### src/rtl/pfc_params.svh
// Purpose: constants for the parallel flash command controller
// Assumes: 100 MHz reference clock, byte-wide flash with 19 address bits
// Notes:   offsets, command bytes, field bit positions and timing counts only
`ifndef PFC_PARAMS_SVH
`define PFC_PARAMS_SVH

// ****************************************************************
// unlock and command codes
// ****************************************************************
`define PFC_UNLOCK_ADDR1   19'h05555
`define PFC_UNLOCK_ADDR2   19'h02AAA
`define PFC_UNLOCK_DATA1   8'hAA
`define PFC_UNLOCK_DATA2   8'h55
`define PFC_CMD_RESET      8'hF0
`define PFC_CMD_IDENT      8'h90
`define PFC_CMD_PROGRAM    8'hA0
`define PFC_CMD_ERASE_SET  8'h80
`define PFC_CMD_CHIP_ERASE 8'h10
`define PFC_CMD_SECT_ERASE 8'h30
`define PFC_CMD_SUSPEND    8'hB0
`define PFC_CMD_RESUME     8'h30

// ****************************************************************
// identification offsets and fields
// ****************************************************************
`define PFC_ID_MFR_ADDR    19'h00000
`define PFC_ID_PART_ADDR   19'h00001
`define PFC_ID_PROT_ADDR   19'h00002
`define PFC_SECT_LSB       16
`define PFC_PROT_BIT       0
`define PFC_PARITY_BIT     7

// ****************************************************************
// bus cycle timing
// ****************************************************************
`define PFC_CLK_NS         10
`define PFC_SETUP_NS       40
`define PFC_PULSE_NS       50
`define PFC_HOLD_NS        20
`define PFC_ACCESS_NS      150
`define PFC_SETUP_CYC      ((`PFC_SETUP_NS + `PFC_CLK_NS - 1) / `PFC_CLK_NS)
`define PFC_PULSE_CYC      ((`PFC_PULSE_NS + `PFC_CLK_NS - 1) / `PFC_CLK_NS)
`define PFC_HOLD_CYC       ((`PFC_HOLD_NS + `PFC_CLK_NS - 1) / `PFC_CLK_NS)
`define PFC_ACCESS_CYC     ((`PFC_ACCESS_NS + `PFC_CLK_NS - 1) / `PFC_CLK_NS)

`endif

### src/rtl/pfc_pkg.sv
// Purpose: types shared by the flash command controller
// Assumes: pfc_params.svh holds the numbers
// Notes:   operations requested by the user side
`default_nettype none
package pfc_pkg;
  // ****************************************************************
  // user operations
  // ****************************************************************
  typedef enum logic [3:0] {
    PFC_OP_READ    = 4'h0,  // plain array read
    PFC_OP_RESET1  = 4'h1,  // one-cycle reset
    PFC_OP_RESET4  = 4'h2,  // unlocked reset
    PFC_OP_IDENT   = 4'h3,  // enter identification mode
    PFC_OP_PROGRAM = 4'h4,  // byte program
    PFC_OP_CHIP_ER = 4'h5,  // chip erase
    PFC_OP_SECT_ER = 4'h6,  // sector erase
    PFC_OP_SUSPEND = 4'h7,  // erase suspend
    PFC_OP_RESUME  = 4'h8,  // erase resume
    PFC_OP_ID_READ = 4'h9,  // read mfr / part / protection byte
    PFC_OP_HV_READ = 4'hA   // identification read with raised pin
  } pfc_op_t;

  // one request from the user side
  typedef struct packed {
    pfc_op_t     op;    // what to do
    logic [18:0] addr;  // array, sector or id location
    logic [7:0]  data;  // program value
  } pfc_req_t;

  // one bus cycle handed to the cycle engine
  typedef struct packed {
    logic        write;  // 1 write, 0 read
    logic        hv;     // raise the identification pin
    logic [18:0] addr;
    logic [7:0]  data;
  } pfc_cyc_t;
endpackage
`default_nettype wire

### src/rtl/pfc_cycle.sv
// Purpose: one flash bus cycle, read or write, on the pins
// Assumes: caller holds cyc_i stable while busy
// Notes:   write strobes with chip enable low and output gate high
`include "pfc_params.svh"
`default_nettype none
module pfc_cycle
  import pfc_pkg::*;
(
  input  wire logic        clk_i,
  input  wire logic        rst_i,
  input  wire logic        start_i,   // one-cycle start
  input  wire pfc_cyc_t    cyc_i,
  input  wire logic [7:0]  dq_sync_i, // pin data after synchroniser
  output logic             done_o,    // one-cycle completion
  output logic [7:0]       rdata_o,
  output logic             ce_n_o,
  output logic             oe_n_o,
  output logic             we_n_o,
  output logic [18:0]      addr_o,
  output logic [7:0]       dq_o,
  output logic             dq_oe_o,
  output logic             hv_o
);
  // ****************************************************************
  // cycle sequencer
  // ****************************************************************
  typedef enum logic [4:0] {
    PFC_C_IDLE  = 5'h01,  // pins parked
    PFC_C_SETUP = 5'h02,  // address, chip enable out
    PFC_C_PULSE = 5'h04,  // write strobe or output gate low
    PFC_C_HOLD  = 5'h08,  // strobe high, data held
    PFC_C_DONE  = 5'h10   // report
  } pfc_cst_t;

  pfc_cst_t    st, next_st;        // state
  logic [7:0]  cnt, next_cnt;      // phase counter
  logic [7:0]  rdata, next_rdata;  // captured read byte
  logic        wr, next_wr;        // latched direction

  // next state and pin values
  always_comb begin
    next_st    = st;
    next_cnt   = cnt;
    next_rdata = rdata;
    next_wr    = wr;
    case (st)
      PFC_C_IDLE: begin
        if (start_i) begin
          next_wr  = cyc_i.write;
          next_cnt = 8'(`PFC_SETUP_CYC);
          next_st  = PFC_C_SETUP;
        end
      end
      PFC_C_SETUP: begin
        if (cnt <= 8'h01) begin
          next_cnt = wr ? 8'(`PFC_PULSE_CYC) : 8'(`PFC_ACCESS_CYC);
          next_st  = PFC_C_PULSE;
        end else begin
          next_cnt = cnt - 8'h01;
        end
      end
      PFC_C_PULSE: begin
        if (cnt <= 8'h01) begin
          if (!wr) begin
            next_rdata = dq_sync_i;  // sample before the gate rises
          end
          next_cnt = 8'(`PFC_HOLD_CYC);
          next_st  = PFC_C_HOLD;
        end else begin
          next_cnt = cnt - 8'h01;
        end
      end
      PFC_C_HOLD: begin
        if (cnt <= 8'h01) begin
          next_st = PFC_C_DONE;
        end else begin
          next_cnt = cnt - 8'h01;
        end
      end
      PFC_C_DONE: begin
        next_st = PFC_C_IDLE;
      end
      default: begin
        next_st = PFC_C_IDLE;
      end
    endcase
  end

  // register state; pins derive from next state so they are flops
  always_ff @(posedge clk_i) begin
    if (rst_i) begin
      st      <= PFC_C_IDLE;
      cnt     <= 8'h00;
      rdata   <= 8'h00;
      wr      <= 1'b0;
      ce_n_o  <= 1'b1;
      oe_n_o  <= 1'b1;
      we_n_o  <= 1'b1;
      addr_o  <= 19'h00000;
      dq_o    <= 8'h00;
      dq_oe_o <= 1'b0;
      hv_o    <= 1'b0;
      done_o  <= 1'b0;
    end else begin
      st      <= next_st;
      cnt     <= next_cnt;
      rdata   <= next_rdata;
      wr      <= next_wr;
      ce_n_o  <= (next_st == PFC_C_IDLE) || (next_st == PFC_C_DONE);
      // output gate low only on reads, high through every write
      oe_n_o  <= !((next_st == PFC_C_PULSE) && !next_wr);
      we_n_o  <= !((next_st == PFC_C_PULSE) && next_wr);
      if (start_i && (st == PFC_C_IDLE)) begin
        addr_o <= cyc_i.addr;
        dq_o   <= cyc_i.data;
        hv_o   <= cyc_i.hv;
      end
      // drive data only for writes, released before any read gate
      dq_oe_o <= next_wr && (next_st != PFC_C_IDLE) && (next_st != PFC_C_DONE);
      if (next_st == PFC_C_IDLE) begin
        hv_o <= 1'b0;
      end
      done_o  <= (next_st == PFC_C_DONE);
    end
  end

  assign rdata_o = rdata;
endmodule
`default_nettype wire

### src/rtl/pfc_ctrl.sv
// Purpose: host controller driving a byte-wide parallel flash by its pins
// Assumes: device keeps its own rules; one request at a time
// Notes:   builds unlock sequences, reads ids and protection state
//
// Operation
// - raised pin nine: only bits 0,1,6 matter; the code also keeps sector bits 18..16
// - write: write enable, chip enable low, gate high
// - unlock pair then command at 5555h
// - single F0h anywhere resets to read
// - host leaves id mode by reset; the code also clears its id mode flag after program and chip erase
`include "pfc_params.svh"
`default_nettype none
module pfc_ctrl
  import pfc_pkg::*;
(
  input  wire logic        REF_CLK_I,
  input  wire logic        RST_I,
  input  wire logic        REQ_VALID_I,  // request strobe
  input  wire pfc_req_t    REQ_I,
  output logic             REQ_READY_O,  // idle, may take a request
  output logic             RSP_VALID_O,  // one-cycle completion
  output logic [7:0]       RSP_DATA_O,   // read byte
  output logic             RSP_PARITY_OK_O, // id byte has odd parity
  output logic             RSP_ERR_O,    // refused request
  output logic             ID_MODE_O,    // device left in id mode
  output logic             ERASING_O,    // sector erase in progress
  output logic             FLASH_CE_N_O,
  output logic             FLASH_OE_N_O,
  output logic             FLASH_WE_N_O,
  output logic [18:0]      FLASH_ADDR_O,
  output logic [7:0]       FLASH_DQ_O,
  output logic             FLASH_DQ_OE_O,
  input  wire logic [7:0]  FLASH_DQ_I,
  output logic             FLASH_HV_O    // raise id_voltage_address_pin
);
  // ****************************************************************
  // pin input synchroniser
  // ****************************************************************
  logic [7:0] dq_meta, dq_sync;  // two-stage sampling of data pins

  always_ff @(posedge REF_CLK_I) begin
    dq_meta <= FLASH_DQ_I;
    dq_sync <= dq_meta;
  end

  // ****************************************************************
  // sequence state
  // ****************************************************************
  typedef enum logic [3:0] {
    PFC_S_IDLE = 4'h1,  // waiting for a request
    PFC_S_ISSUE = 4'h2, // start a bus cycle
    PFC_S_WAIT = 4'h4,  // cycle in flight
    PFC_S_RESP = 4'h8   // report to user
  } pfc_st_t;

  pfc_st_t     st, next_st;
  pfc_req_t    req, next_req;      // latched request
  logic [2:0]  idx, next_idx;      // cycle index in sequence
  logic [2:0]  len, next_len;      // cycles in sequence
  logic        idm, next_idm;      // device is in id mode
  logic        ers, next_ers;      // sector erase running / suspended
  logic        err, next_err;
  logic        start;
  pfc_cyc_t    cyc;
  logic        cdone;
  logic [7:0]  rdata;

  // number of bus cycles per operation
  function automatic logic [2:0] op_len(input pfc_op_t op);
    case (op)
      // reset and ident end on their command write, the third cycle; no fourth cycle follows
      PFC_OP_RESET4, PFC_OP_IDENT:                 op_len = 3'd3;
      PFC_OP_PROGRAM:                              op_len = 3'd4;
      PFC_OP_CHIP_ER, PFC_OP_SECT_ER:              op_len = 3'd6;
      default:                                     op_len = 3'd1;
    endcase
  endfunction

  // bus cycle number i of the latched request
  always_comb begin
    cyc       = '0;
    cyc.write = 1'b1;
    case (idx)
      3'd0, 3'd3: begin
        cyc.addr = `PFC_UNLOCK_ADDR1;
        cyc.data = `PFC_UNLOCK_DATA1;
      end
      3'd1, 3'd4: begin
        cyc.addr = `PFC_UNLOCK_ADDR2;
        cyc.data = `PFC_UNLOCK_DATA2;
      end
      3'd2: begin
        cyc.addr = `PFC_UNLOCK_ADDR1;
        case (req.op)
          PFC_OP_RESET4:  cyc.data = `PFC_CMD_RESET;
          PFC_OP_IDENT:   cyc.data = `PFC_CMD_IDENT;
          PFC_OP_PROGRAM: cyc.data = `PFC_CMD_PROGRAM;
          default:        cyc.data = `PFC_CMD_ERASE_SET;
        endcase
      end
      default: begin
        cyc.addr = req.addr;
        cyc.data = req.data;
      end
    endcase
    // last cycle of the longer sequences
    if (idx == 3'd3 && req.op == PFC_OP_PROGRAM) begin
      cyc.addr = req.addr;
      cyc.data = req.data;
    end
    if (idx == 3'd5) begin
      cyc.addr = (req.op == PFC_OP_CHIP_ER) ? `PFC_UNLOCK_ADDR1 : req.addr;
      cyc.data = (req.op == PFC_OP_CHIP_ER) ? `PFC_CMD_CHIP_ERASE : `PFC_CMD_SECT_ERASE;
    end
    // single-cycle operations
    if (len == 3'd1) begin
      // reads need the user's location; single writes ignore it
      cyc.addr = req.addr;
      case (req.op)
        PFC_OP_RESET1:  cyc.data = `PFC_CMD_RESET;
        PFC_OP_SUSPEND: cyc.data = `PFC_CMD_SUSPEND;
        PFC_OP_RESUME:  cyc.data = `PFC_CMD_RESUME;
        PFC_OP_ID_READ: cyc.write = 1'b0;
        PFC_OP_HV_READ: begin
          cyc.write = 1'b0;
          cyc.hv    = 1'b1;
          // bits 0, 1 and 6 pick the byte, bits 18..16 the sector
          cyc.addr  = req.addr & 19'h70043;
        end
        default:        cyc.write = 1'b0;
      endcase
    end
  end

  // ****************************************************************
  // request sequencer
  // ****************************************************************
  always_comb begin
    next_st  = st;
    next_req = req;
    next_idx = idx;
    next_len = len;
    next_idm = idm;
    next_ers = ers;
    next_err = err;
    start    = 1'b0;
    case (st)
      PFC_S_IDLE: begin
        if (REQ_VALID_I) begin
          next_req = REQ_I;
          next_idx = 3'd0;
          next_len = op_len(REQ_I.op);
          next_err = 1'b0;
          // suspend and resume only while a sector erase is on
          if ((REQ_I.op == PFC_OP_SUSPEND || REQ_I.op == PFC_OP_RESUME) && !ers) begin
            next_err = 1'b1;
            next_st  = PFC_S_RESP;
          end else if (REQ_I.op == PFC_OP_ID_READ && !idm) begin
            next_err = 1'b1;
            next_st  = PFC_S_RESP;
          end else begin
            next_st = PFC_S_ISSUE;
          end
        end
      end
      PFC_S_ISSUE: begin
        start   = 1'b1;
        next_st = PFC_S_WAIT;
      end
      PFC_S_WAIT: begin
        if (cdone) begin
          if (idx + 3'd1 >= len) begin
            next_st = PFC_S_RESP;
            // track what the device mode now is
            case (req.op)
              PFC_OP_IDENT:   next_idm = 1'b1;
              PFC_OP_RESET1, PFC_OP_RESET4: begin
                next_idm = 1'b0;
                next_ers = 1'b0;
              end
              PFC_OP_SECT_ER: next_ers = 1'b1;
              PFC_OP_PROGRAM, PFC_OP_CHIP_ER: next_idm = 1'b0;
              default:        next_idm = idm;
            endcase
          end else begin
            next_idx = idx + 3'd1;
            next_st  = PFC_S_ISSUE;
          end
        end
      end
      PFC_S_RESP: begin
        next_st = PFC_S_IDLE;
      end
      default: begin
        next_st = PFC_S_IDLE;
      end
    endcase
  end

  // registered state and user-side outputs
  always_ff @(posedge REF_CLK_I) begin
    if (RST_I) begin
      st              <= PFC_S_IDLE;
      req             <= '0;
      idx             <= 3'd0;
      len             <= 3'd1;
      idm             <= 1'b0;
      ers             <= 1'b0;
      err             <= 1'b0;
      REQ_READY_O     <= 1'b0;
      RSP_VALID_O     <= 1'b0;
      RSP_DATA_O      <= 8'h00;
      RSP_PARITY_OK_O <= 1'b0;
      RSP_ERR_O       <= 1'b0;
      ID_MODE_O       <= 1'b0;
      ERASING_O       <= 1'b0;
    end else begin
      st              <= next_st;
      req             <= next_req;
      idx             <= next_idx;
      len             <= next_len;
      idm             <= next_idm;
      ers             <= next_ers;
      err             <= next_err;
      REQ_READY_O     <= (next_st == PFC_S_IDLE);
      RSP_VALID_O     <= (next_st == PFC_S_RESP);
      if (next_st == PFC_S_RESP) begin
        RSP_DATA_O      <= next_err ? 8'h00 : rdata;
        RSP_PARITY_OK_O <= ^rdata;
        RSP_ERR_O       <= next_err;
      end
      ID_MODE_O       <= next_idm;
      ERASING_O       <= next_ers;
    end
  end

  // ****************************************************************
  // bus cycle engine
  // ****************************************************************
  pfc_cycle u_cycle (
    .clk_i     (REF_CLK_I),
    .rst_i     (RST_I),
    .start_i   (start),
    .cyc_i     (cyc),
    .dq_sync_i (dq_sync),
    .done_o    (cdone),
    .rdata_o   (rdata),
    .ce_n_o    (FLASH_CE_N_O),
    .oe_n_o    (FLASH_OE_N_O),
    .we_n_o    (FLASH_WE_N_O),
    .addr_o    (FLASH_ADDR_O),
    .dq_o      (FLASH_DQ_O),
    .dq_oe_o   (FLASH_DQ_OE_O),
    .hv_o      (FLASH_HV_O)
  );
  // refusal by protected sectors is seen by a protection read
endmodule
`default_nettype wire

### config.mk
export PLATFORM = sky130hd
export DESIGN_NAME = pfc_ctrl
export DESIGN_NICKNAME = d
export VERILOG_FILES = /design/src/rtl/pfc_pkg.sv /design/src/rtl/pfc_cycle.sv /design/src/rtl/pfc_ctrl.sv
export VERILOG_INCLUDE_DIRS = /design/src /design/src/rtl
export SDC_FILE = /design/constraint.sdc
export NUM_CORES = 1
export LEC_CHECK = 0
export ABC_AREA = 1
export BUFFER_PORTS_ARGS = -buffer_cell sky130_fd_sc_hd__clkbuf_2
export CAP_MARGIN = 0
export CORE_MARGIN = 2
export CORE_UTILIZATION = 56
export DETAILED_ROUTE_END_ITERATION = 7
export PLACE_DENSITY = 0.79
export SLEW_MARGIN = 0
export SYNTH_ARGS = -nofsm -noshare
export SYNTH_HDL_FRONTEND = slang
export SYNTH_SLANG_ARGS = --single-unit
export TNS_END_PERCENT = 30
### constraint.sdc
create_clock -name REF_CLK_I -period 2.7 [get_ports REF_CLK_I]
set_clock_uncertainty 0.1 [all_clocks]
set_input_delay 0.135 -clock REF_CLK_I [delete_from_list [all_inputs] [get_ports REF_CLK_I]]
set_output_delay 0.135 -clock REF_CLK_I [all_outputs]
set_load 0.02 [all_outputs]
; ---- Yosys cells after proc, flatten, opt, wreduce, memory -nomap -nowiden
; Cells that the tools add are included.
[classes]
n_mux = 42
n_addsub = 2
bitwise_logic = 1
n_reduce_logical = 35
n_eq_ne = 42
order_cmp = 2
[op_table]
columns = cell, count
row1 = $pmux W27 S3, 1
row2 = $mux W27, 2
row3 = $mux W8, 5
row4 = $eq A4 B3 Y1 const B, 9
row5 = $pmux W8 S4, 1
row6 = $mux W29, 1
row7 = $mux W4, 6
row8 = $pmux W8 S3, 1
row9 = $pmux W7 S3, 1
row10 = $eq A4 B2 Y1 const B, 5
row11 = $eq A4 B4 Y1 const B, 5
row12 = $mux W20, 1
row13 = $mux W5, 4
row14 = $pmux W5 S4, 1
row15 = $mux W19, 1
row16 = $eq A4 B1 Y1 const B, 3
row17 = $pmux W4 S3, 1
row18 = $reduce_and A4 Y1, 3
row19 = $reduce_or A2 Y1, 6
row20 = $eq A5 B1 Y1 const B, 2
row21 = $eq A5 B3 Y1 const B, 2
row22 = $mux W3, 3
row23 = $pmux W3 S3, 1
row24 = $le A8 B1 Y1 const B, 1
row25 = 29 further kinds, 58
[totals]
ff_bits = 127
elab_cells = 152
out_inout_bits = 46
in_bits = 42

; ---- Longest topological paths before layout
; Gate-level depths: netlist (run 1).
[depth]
ltp_word = 12
ltp_mapped = 14
ltp_nobuf = 13

; ---- By module
; From an unflattened synthesis (run 1), not the netlist that was laid out.
[hier_totals]
cells_unflattened = 805
hier_area_um2 = 5736.8
[modules_own_cells]
columns = module, instances, area_each_um2, cells_per_inst, seq_area_each_um2
row1 = pfc_ctrl, 1, 3408.3, 480, 1441.4
row2 = pfc_cycle, 1, 2328.5, 325, 1101.1

; ---- Least setup slack after synthesis (run 1)
; Ideal clock, no wire load.
[synth_path]
kind = reg2reg
start = register idx[0]
end = register RSP_ERR_O
path_buffers = 1
required_time_ns = 2.487
path_stages_with_launch = 15
slack_ns = 0.476
setup_time_ns = 0.113
arrival_ns = 2.011
path_cell_list = dfxtp_1 > ha_1 > ha_1 > inv_1 > ha_1 > nand2_1 > o211ai_1 > nand2_1 > nor2_2 > inv_2 > nand2_4 > buf_6 > nand2_1 > nand2_1 > nor2_1
[synth_between]
elab_chain_cells = 6
[synth_lines]
columns = item, line
row1 = "start, declared", pfc_ctrl.sv:58  ; logic [2:0] idx, next_idx;
row2 = "start signal, assigned", pfc_ctrl.sv:220  ; idx <= next_idx;
row3 = $add A3 B1 Y3, pfc_ctrl.sv:172  ; if (idx + 3'd1 >= len) begin
row4 = $ge A3 B3 Y1, pfc_ctrl.sv:172
row5 = $mux W4, pfc_ctrl.sv:172
row6 = $mux W4, pfc_ctrl.sv:171  ; if (cdone) begin
row7 = $pmux W4 S3, pfc_ctrl.sv:147  ; case (st)
row8 = $eq A4 B4 Y1, pfc_ctrl.sv:227  ; if (next_st == PFC_S_RESP) begin
row9 = "end signal, assigned", pfc_ctrl.sv:230  ; RSP_ERR_O <= next_err;
row10 = "end, declared", pfc_ctrl.sv:24  ; output logic RSP_ERR_O,
; Every way passes these cells.
; A chain may end at the register's enable or synchronous reset.

; ---- Worst setup path in the final report (run 1)
[layout_path]
start = register idx[0]
end = register RSP_DATA_O[4]
[layout_between]
elab_chain_cells = 6
[layout_lines]
columns = item, line
row1 = $add A3 B1 Y3, pfc_ctrl.sv:172
row2 = $ge A3 B3 Y1, pfc_ctrl.sv:172
row3 = $mux W4, pfc_ctrl.sv:172
row4 = $mux W4, pfc_ctrl.sv:171
row5 = $pmux W4 S3, pfc_ctrl.sv:147
row6 = $eq A4 B4 Y1, pfc_ctrl.sv:227
row7 = "end signal, assigned", pfc_ctrl.sv:228  ; RSP_DATA_O <= next_err ? 8'h00 : rdata;
row8 = "end, declared", pfc_ctrl.sv:22  ; output logic [7:0] RSP_DATA_O,
; Every way passes these cells.

==> results of run 1 <==
[layer usage]
metal / track usage [%] / vias to the layer above / wire length [um] / part of all wire [%]
met4: 12.8 / 0 / 391 / 2.7
li1: - / 2679 / - / -
met3: 8.27 / 45 / 890 / 6.2
met2: 47.9 / 215 / 7060 / 50
met5: 0 / - / 0 / 0
met1: 32.9 / 2501 / 5910 / 41
[cell type report]
class                   instances  area (um^2)
clock buffers                  19          442
fillers                       729         2600
repair buffers                141          946
clock inverters                13          138
well taps                     133          166
flip-flops and latches        127         2540
multi-input cells             506         2550
inverters                      80          300
[state kept, by name, indices dropped and copies added, names as in the netlist, 5 cells and up]
name             count
u_cycle.cnt          8
req                 31
u_cycle.dq_o         8
u_cycle.addr_o      19
u_cycle.rdata_o      8
dq_meta              8
RSP_DATA_O           8
dq_sync              8
u_cycle.st           5
[power breakdown]
group	switching [uW]	total [uW]	internal [uW]	leakage [uW]
registers	75.4	2070	2000	0.00104
clock network	845	2210	1360	0.000280
logic	585	892	307	0.00187
[cell families (layout without fill, tap and decap cells)]
group                      after synthesis  after routing  synth area share [%]
AOI/OAI and AO/OA                      158            158                  15.2
DFF                                    127            127                  46.0
adders and majority gates               10             10                  2.26
xor gates and xnor gates                 9              9                  1.43
buffers and inverters                  107            253                  8.06
and+or+nand+nor                        329            329                  27.0
[worst paths after layout]
path,to
setup reg to reg,RSP_DATA_O[4]$_SDFFE_PP0P_
hold reg to reg,dq_sync[1]$_DFF_P_
hold / removal,dq_meta[4]$_DFF_P_
setup / recovery,RSP_DATA_O[4]$_SDFFE_PP0P_
[worst register-to-register path: stages (launching register included)]
cell      delay [ns]
dfxtp_1         0.36
ha_1            0.22
ha_1            0.29
inv_1           0.04
ha_1            0.30
nand2_1         0.06
o211ai_1        0.26
nand2_1         0.13
nor2_2          0.18
inv_2           0.09
nand2_8         0.10
buf_4           0.13
nand2_1         0.05
nand2_1         0.06
nor2_1          0.04
[synth_stat cells, types with 5 or more instances]
library cell	count
buf_2	8
inv_2	9
o21ai_0	78
inv_1	71
nor2_2	6
xor2_1	5
clkbuf_1	11
nand2_2	6
nor2_1	98
nand2_1	132
a21oi_1	63
ha_1	10
dfxtp_1	127
nand3_1	57
[through the flow]
stage / cell area [um^2] / instances / setup WS [ns]
2_1_floorplan: 5530 / 740 / 0.476
3_3_place_gp: 6040 / 941 / 0.352
3_5_place_dp: 6040 / 941 / 0.253
4_1_cts: 7040 / 1015 / 0.196
5_1_grt: 7080 / 1019 / 0.0107
6_report: 7080 / 1019 / 0.192
[timing repair]
| action | in CTS | in global routing |
|---|---|---|
| setup endpoints to repair | 0 | 1 |
| setup buffers | 0 | 4 |
| resized for setup | 0 | 1 |
| hold endpoints to repair | 45 | 0 |
| hold buffers | 42 | 0 |
==> results.cfg, run 1 <==
[global_routing]
grt_usage_pct = 28.2
grt_pass1_wl_um = 23200
overflow = 0
grt_max_degree = 40
antenna_found_initial = 0
grt_pass1_vias = 5113

[setup_path]
critPathCaptureType = flop
cp_top_family = adder cells
critPathSlowestCell = dfxtp_1
cp.arrival_ns = 2.84
worst-path-stages = 14
r2r_start = idx[0]$_SDFFE_PP0P_
cp.required_ns = 3.03
cp-start-kind = flop
timing_worst_setup_path_type = flop to flop
cp_max_fo = 13
critPathLaunch = idx[0]$_SDFFE_PP0P_
worst_path_largest_cell_delay_ns = 0.36
cp_num_buf_inv = 3
crit_chain = ha_1, ha_1, inv_1, ha_1, nand2_1, o211ai_1, nand2_1, nor2_2, inv_2, nand2_8, buf_4, nand2_1, nand2_1, nor2_1
rrSetupSlack_ns = 0.19
r2r_cells = 14
path_common_cell = nand2_1

[detailed_routing]
vias_per_cell = 5.34
vias = 5440
drt_drc_violations_left = 0
drt-initial-drc-count = 311
wl_per_cell_um = 14.0
first_pass_iters = 5
antenna_left = 0
wirelength_um = 14300

[cts]
cts_tree = done
clk_latency_ns = 0.53
clk_path_buf_depth = 2
clockRootBuffer = clkbuf_8
cts_max_level = 4
cts_sinks = 127
numCtsBuffers = 17
clk_pin_slew_ns = 0.06

[layout]
layout_commonest_cell = nand2_1
drive_above_1_share_pct = 19.5
antenna_cells = 0
syn2layout_area_growth_pct = 28.1
final_cell_mix = nand2_1 (132), dfxtp_1 (127), nor2_1 (98)
final_core_util_pct = 73.1
nets = 925

[logic_synthesis]
yosysTopAreaCell = dfxtp_1
synth.top_cell.area_share_pct = 46.0
synth_edf_count = 0
ys_ff_latch = 127
ys_types = 38
synthFlopType = dfxtp_1
syn_inst = 740
async_flop_share_pct = 0
yosysWarnings = 0
postSynthAreaPerCell_um2 = 7.47
yosys-top-cells-area = dfxtp_1 (46%), nand2_1 (9.0%), o21ai_0 (7.1%), nor2_1 (6.7%), a21oi_1 (5.7%)
netlist_area_um2 = 5530
yosysSeqAreaShare_pct = 46.0
syn-num-nets = 792

[power_and_ir_drop]
ir_worst_vdd_uv = 606
power_leakage_uw = 0.00319
total_power_uw = 5170
p_per_area_nw_per_um2 = 730

[timing]
tightest_slew_ns = 1.22
period_needed_ns = 2.51
slew_viol_final = 0
setup-tns-final_ns = 0
timing.hold.ws_ns = 0.132
hold_viol = 0
max_freq_mhz = 399
max_slew_margin_pct = 18.3
final-setup-viol-count = 0
rsz0062_at_grt = no
min_period_over_period_pct = 92.9

[placed_design]
place_congestion = 0.893
io_buffers = 87
dp_hpwl_um = 8850

[min_path]
hold_depth = 2
hold_path_class = input pin to flop
min_from = FLASH_DQ_I[4]

[floorplanning]
num_rows = 36
die_height_um = 103
dieWidth_um = 103
initial_core_util_pct = 57.1
die_area_um2 = 10700
core_area_um2 = 9680
io_pins = 88

[job]
max_cap_violations = 0

[status]
status = completed
Note: power is estimated with default switching activity, not from simulation.
==> run 2: changes to the inputs <==
CORE_UTILIZATION = 60   (was 56)
PLACE_DENSITY = 0.84   (was 0.79)
clock period = 3.2 ns   (was 2.7 ns; I/O delays follow)
==> results.cfg, run 2 (synthesis results as in run 1) <==
[global_routing]
grt_max_degree = 40
antenna_found_initial = 0
grt_pass1_vias = 5213
grt_usage_pct = 29.5
overflow = 0
grt_pass1_wl_um = 23500

[power_and_ir_drop]
seqPwrFrac_pct = 38.9
power.switching_uw = 1350
p_per_area_nw_per_um2 = 643
p_int_uw = 3150
clockPowerShare_pct = 44.6
p_comb_share_pct = 16.5
netSwitchingFraction_pct = 30.0
ir_worst_vdd_uv = 505
power_leakage_uw = 0.00315

[setup_path]
critPathCaptureType = flop
crit_chain = ha_1, ha_1, inv_1, ha_1, nand2_1, o211ai_1, nand2_1, nor2_2, inv_2, nand2_4, inv_1, nor2_1, nor2_1
cp-start-kind = flop
path_common_cell = ha_1
cp.arrival_ns = 2.88
worst_path_largest_cell_delay_ns = 0.36
critPathSlowestCell = dfxtp_1
timing_worst_setup_path_type = flop to flop
cp.required_ns = 3.54
cp_max_fo = 19

[timing]
hold_viol = 0
max_slew_margin_pct = 22.2
tightest_slew_ns = 1.17
rsz0062_at_grt = no
slew_viol_final = 0
period_needed_ns = 2.54
final-setup-viol-count = 0
setup_ws_ns = 0.660
timing.hold.ws_ns = 0.155
max_freq_mhz = 394
min_period_over_period_pct = 79.4
setup-tns-final_ns = 0

[job]
max_cap_violations = 0

[cts]
cts_max_level = 4
clk_path_buf_depth = 2
cts_tree = done
clk_pin_slew_ns = 0.06
clk_latency_ns = 0.54
cts_sinks = 127
numCtsBuffers = 17
postCtsSetupRepairBufs = 0
cts_resized = 0
clockRootBuffer = clkbuf_8
cts_hold_buffers = 41

[floorplanning]
dieWidth_um = 100
die_height_um = 100
num_rows = 35
core_area_um2 = 9110
initial_core_util_pct = 60.7
die_area_um2 = 10000
io_pins = 88

[detailed_routing]
first_pass_iters = 7
drt-initial-drc-count = 420
vias = 5445
wirelength_um = 14300
drt_drc_violations_left = 0
wl_per_cell_um = 14.5
vias_per_cell = 5.52
antenna_left = 0

[layout]
stdcell_count = 987
layout_commonest_cell = nand2_1
regMostFlops = req
reg.largest.list = req x31, u_cycle.addr_o x19
final_cell_area_um2 = 7000
drive_above_1_share_pct = 18.7
nets = 915
antenna_cells = 0
final_cell_mix = nand2_1 (132), dfxtp_1 (127), nor2_1 (98)
syn2layout_area_growth_pct = 26.7
largest_reg_flops = 31

[placed_design]
postPlaceCellArea_um2 = 5980
place_congestion = 0.967
preCtsSetupSlack_ns = 0.735
dp.cells = 914
dp_hpwl_um = 8810
io_buffers = 87

[status]
status = completed

[min_path]
hold_path_class = input pin to flop
[run 2: path summary, 6_finish.rpt]
| check | from | end | slack, ns | cells past startpoint |
|---|---|---|---|---|
| max | idx[0]$_SDFFE_PP0P_ | RSP_PARITY_OK_O$_SDFFE_PP0P_ | 0.66 | 13 |
| min | FLASH_DQ_I[3] | dq_meta[3]$_DFF_P_ | 0.15 | 2 |
| max reg2reg | idx[0]$_SDFFE_PP0P_ | RSP_PARITY_OK_O$_SDFFE_PP0P_ | 0.66 | 13 |
| min reg2reg | dq_meta[2]$_DFF_P_ | dq_sync[2]$_DFF_P_ | 0.23 | 0 |
[run 2: through the flow]
step,power (uW),utilization [%]
floorplan,2290,-
global placement,2420,65.6
detailed placement,2450,65.6
CTS,4480,76.9
global route,4670,76.9
finish,4500,76.9
[run 2: worst max-delay path, delay by kind of cell, from the launching register on]
kind / cells / cell delay [ns]
AO/OA/AOI/OAI: 1 / 0.23
adder cells (fa/ha/maj): 3 / 0.82
buffers and inverters: 3 / 0.22
flip-flops: 1 / 0.36
AND/OR/NAND/NOR: 6 / 0.72
[run 2: layout make-up]
cell class                      count  area, um^2
Multi-Input combinational cell    506        2540
Sequential cell                   127        2540
Timing Repair Buffer              131         868
Fill cell                         620        2110
Tap cell                          111         139
Inverter                           80         300
Clock inverter                     15         199
Clock buffer                       17         414
[run 2: power groups by stage]
stage | combinational (uW) | clock [uW] | sequential [uW]
final | 742 | 2010 | 1750
after floorplan | 501 | 0 | 1790
after CTS | 719 | 2010 | 1750
after detailed placement | 669 | 0 | 1780
after global routing | 825 | 2080 | 1760
after global placement | 647 | 0 | 1780
[run 2: routing by layer]
| layer | part of all wire [%] | GRT usage, % |
|---|---|---|
| met5 | 0 | 0 |
| met4 | 1.9 | 11.4 |
| met3 | 7.8 | 7.59 |
| met2 | 49 | 50.9 |
| met1 | 41 | 35.2 |
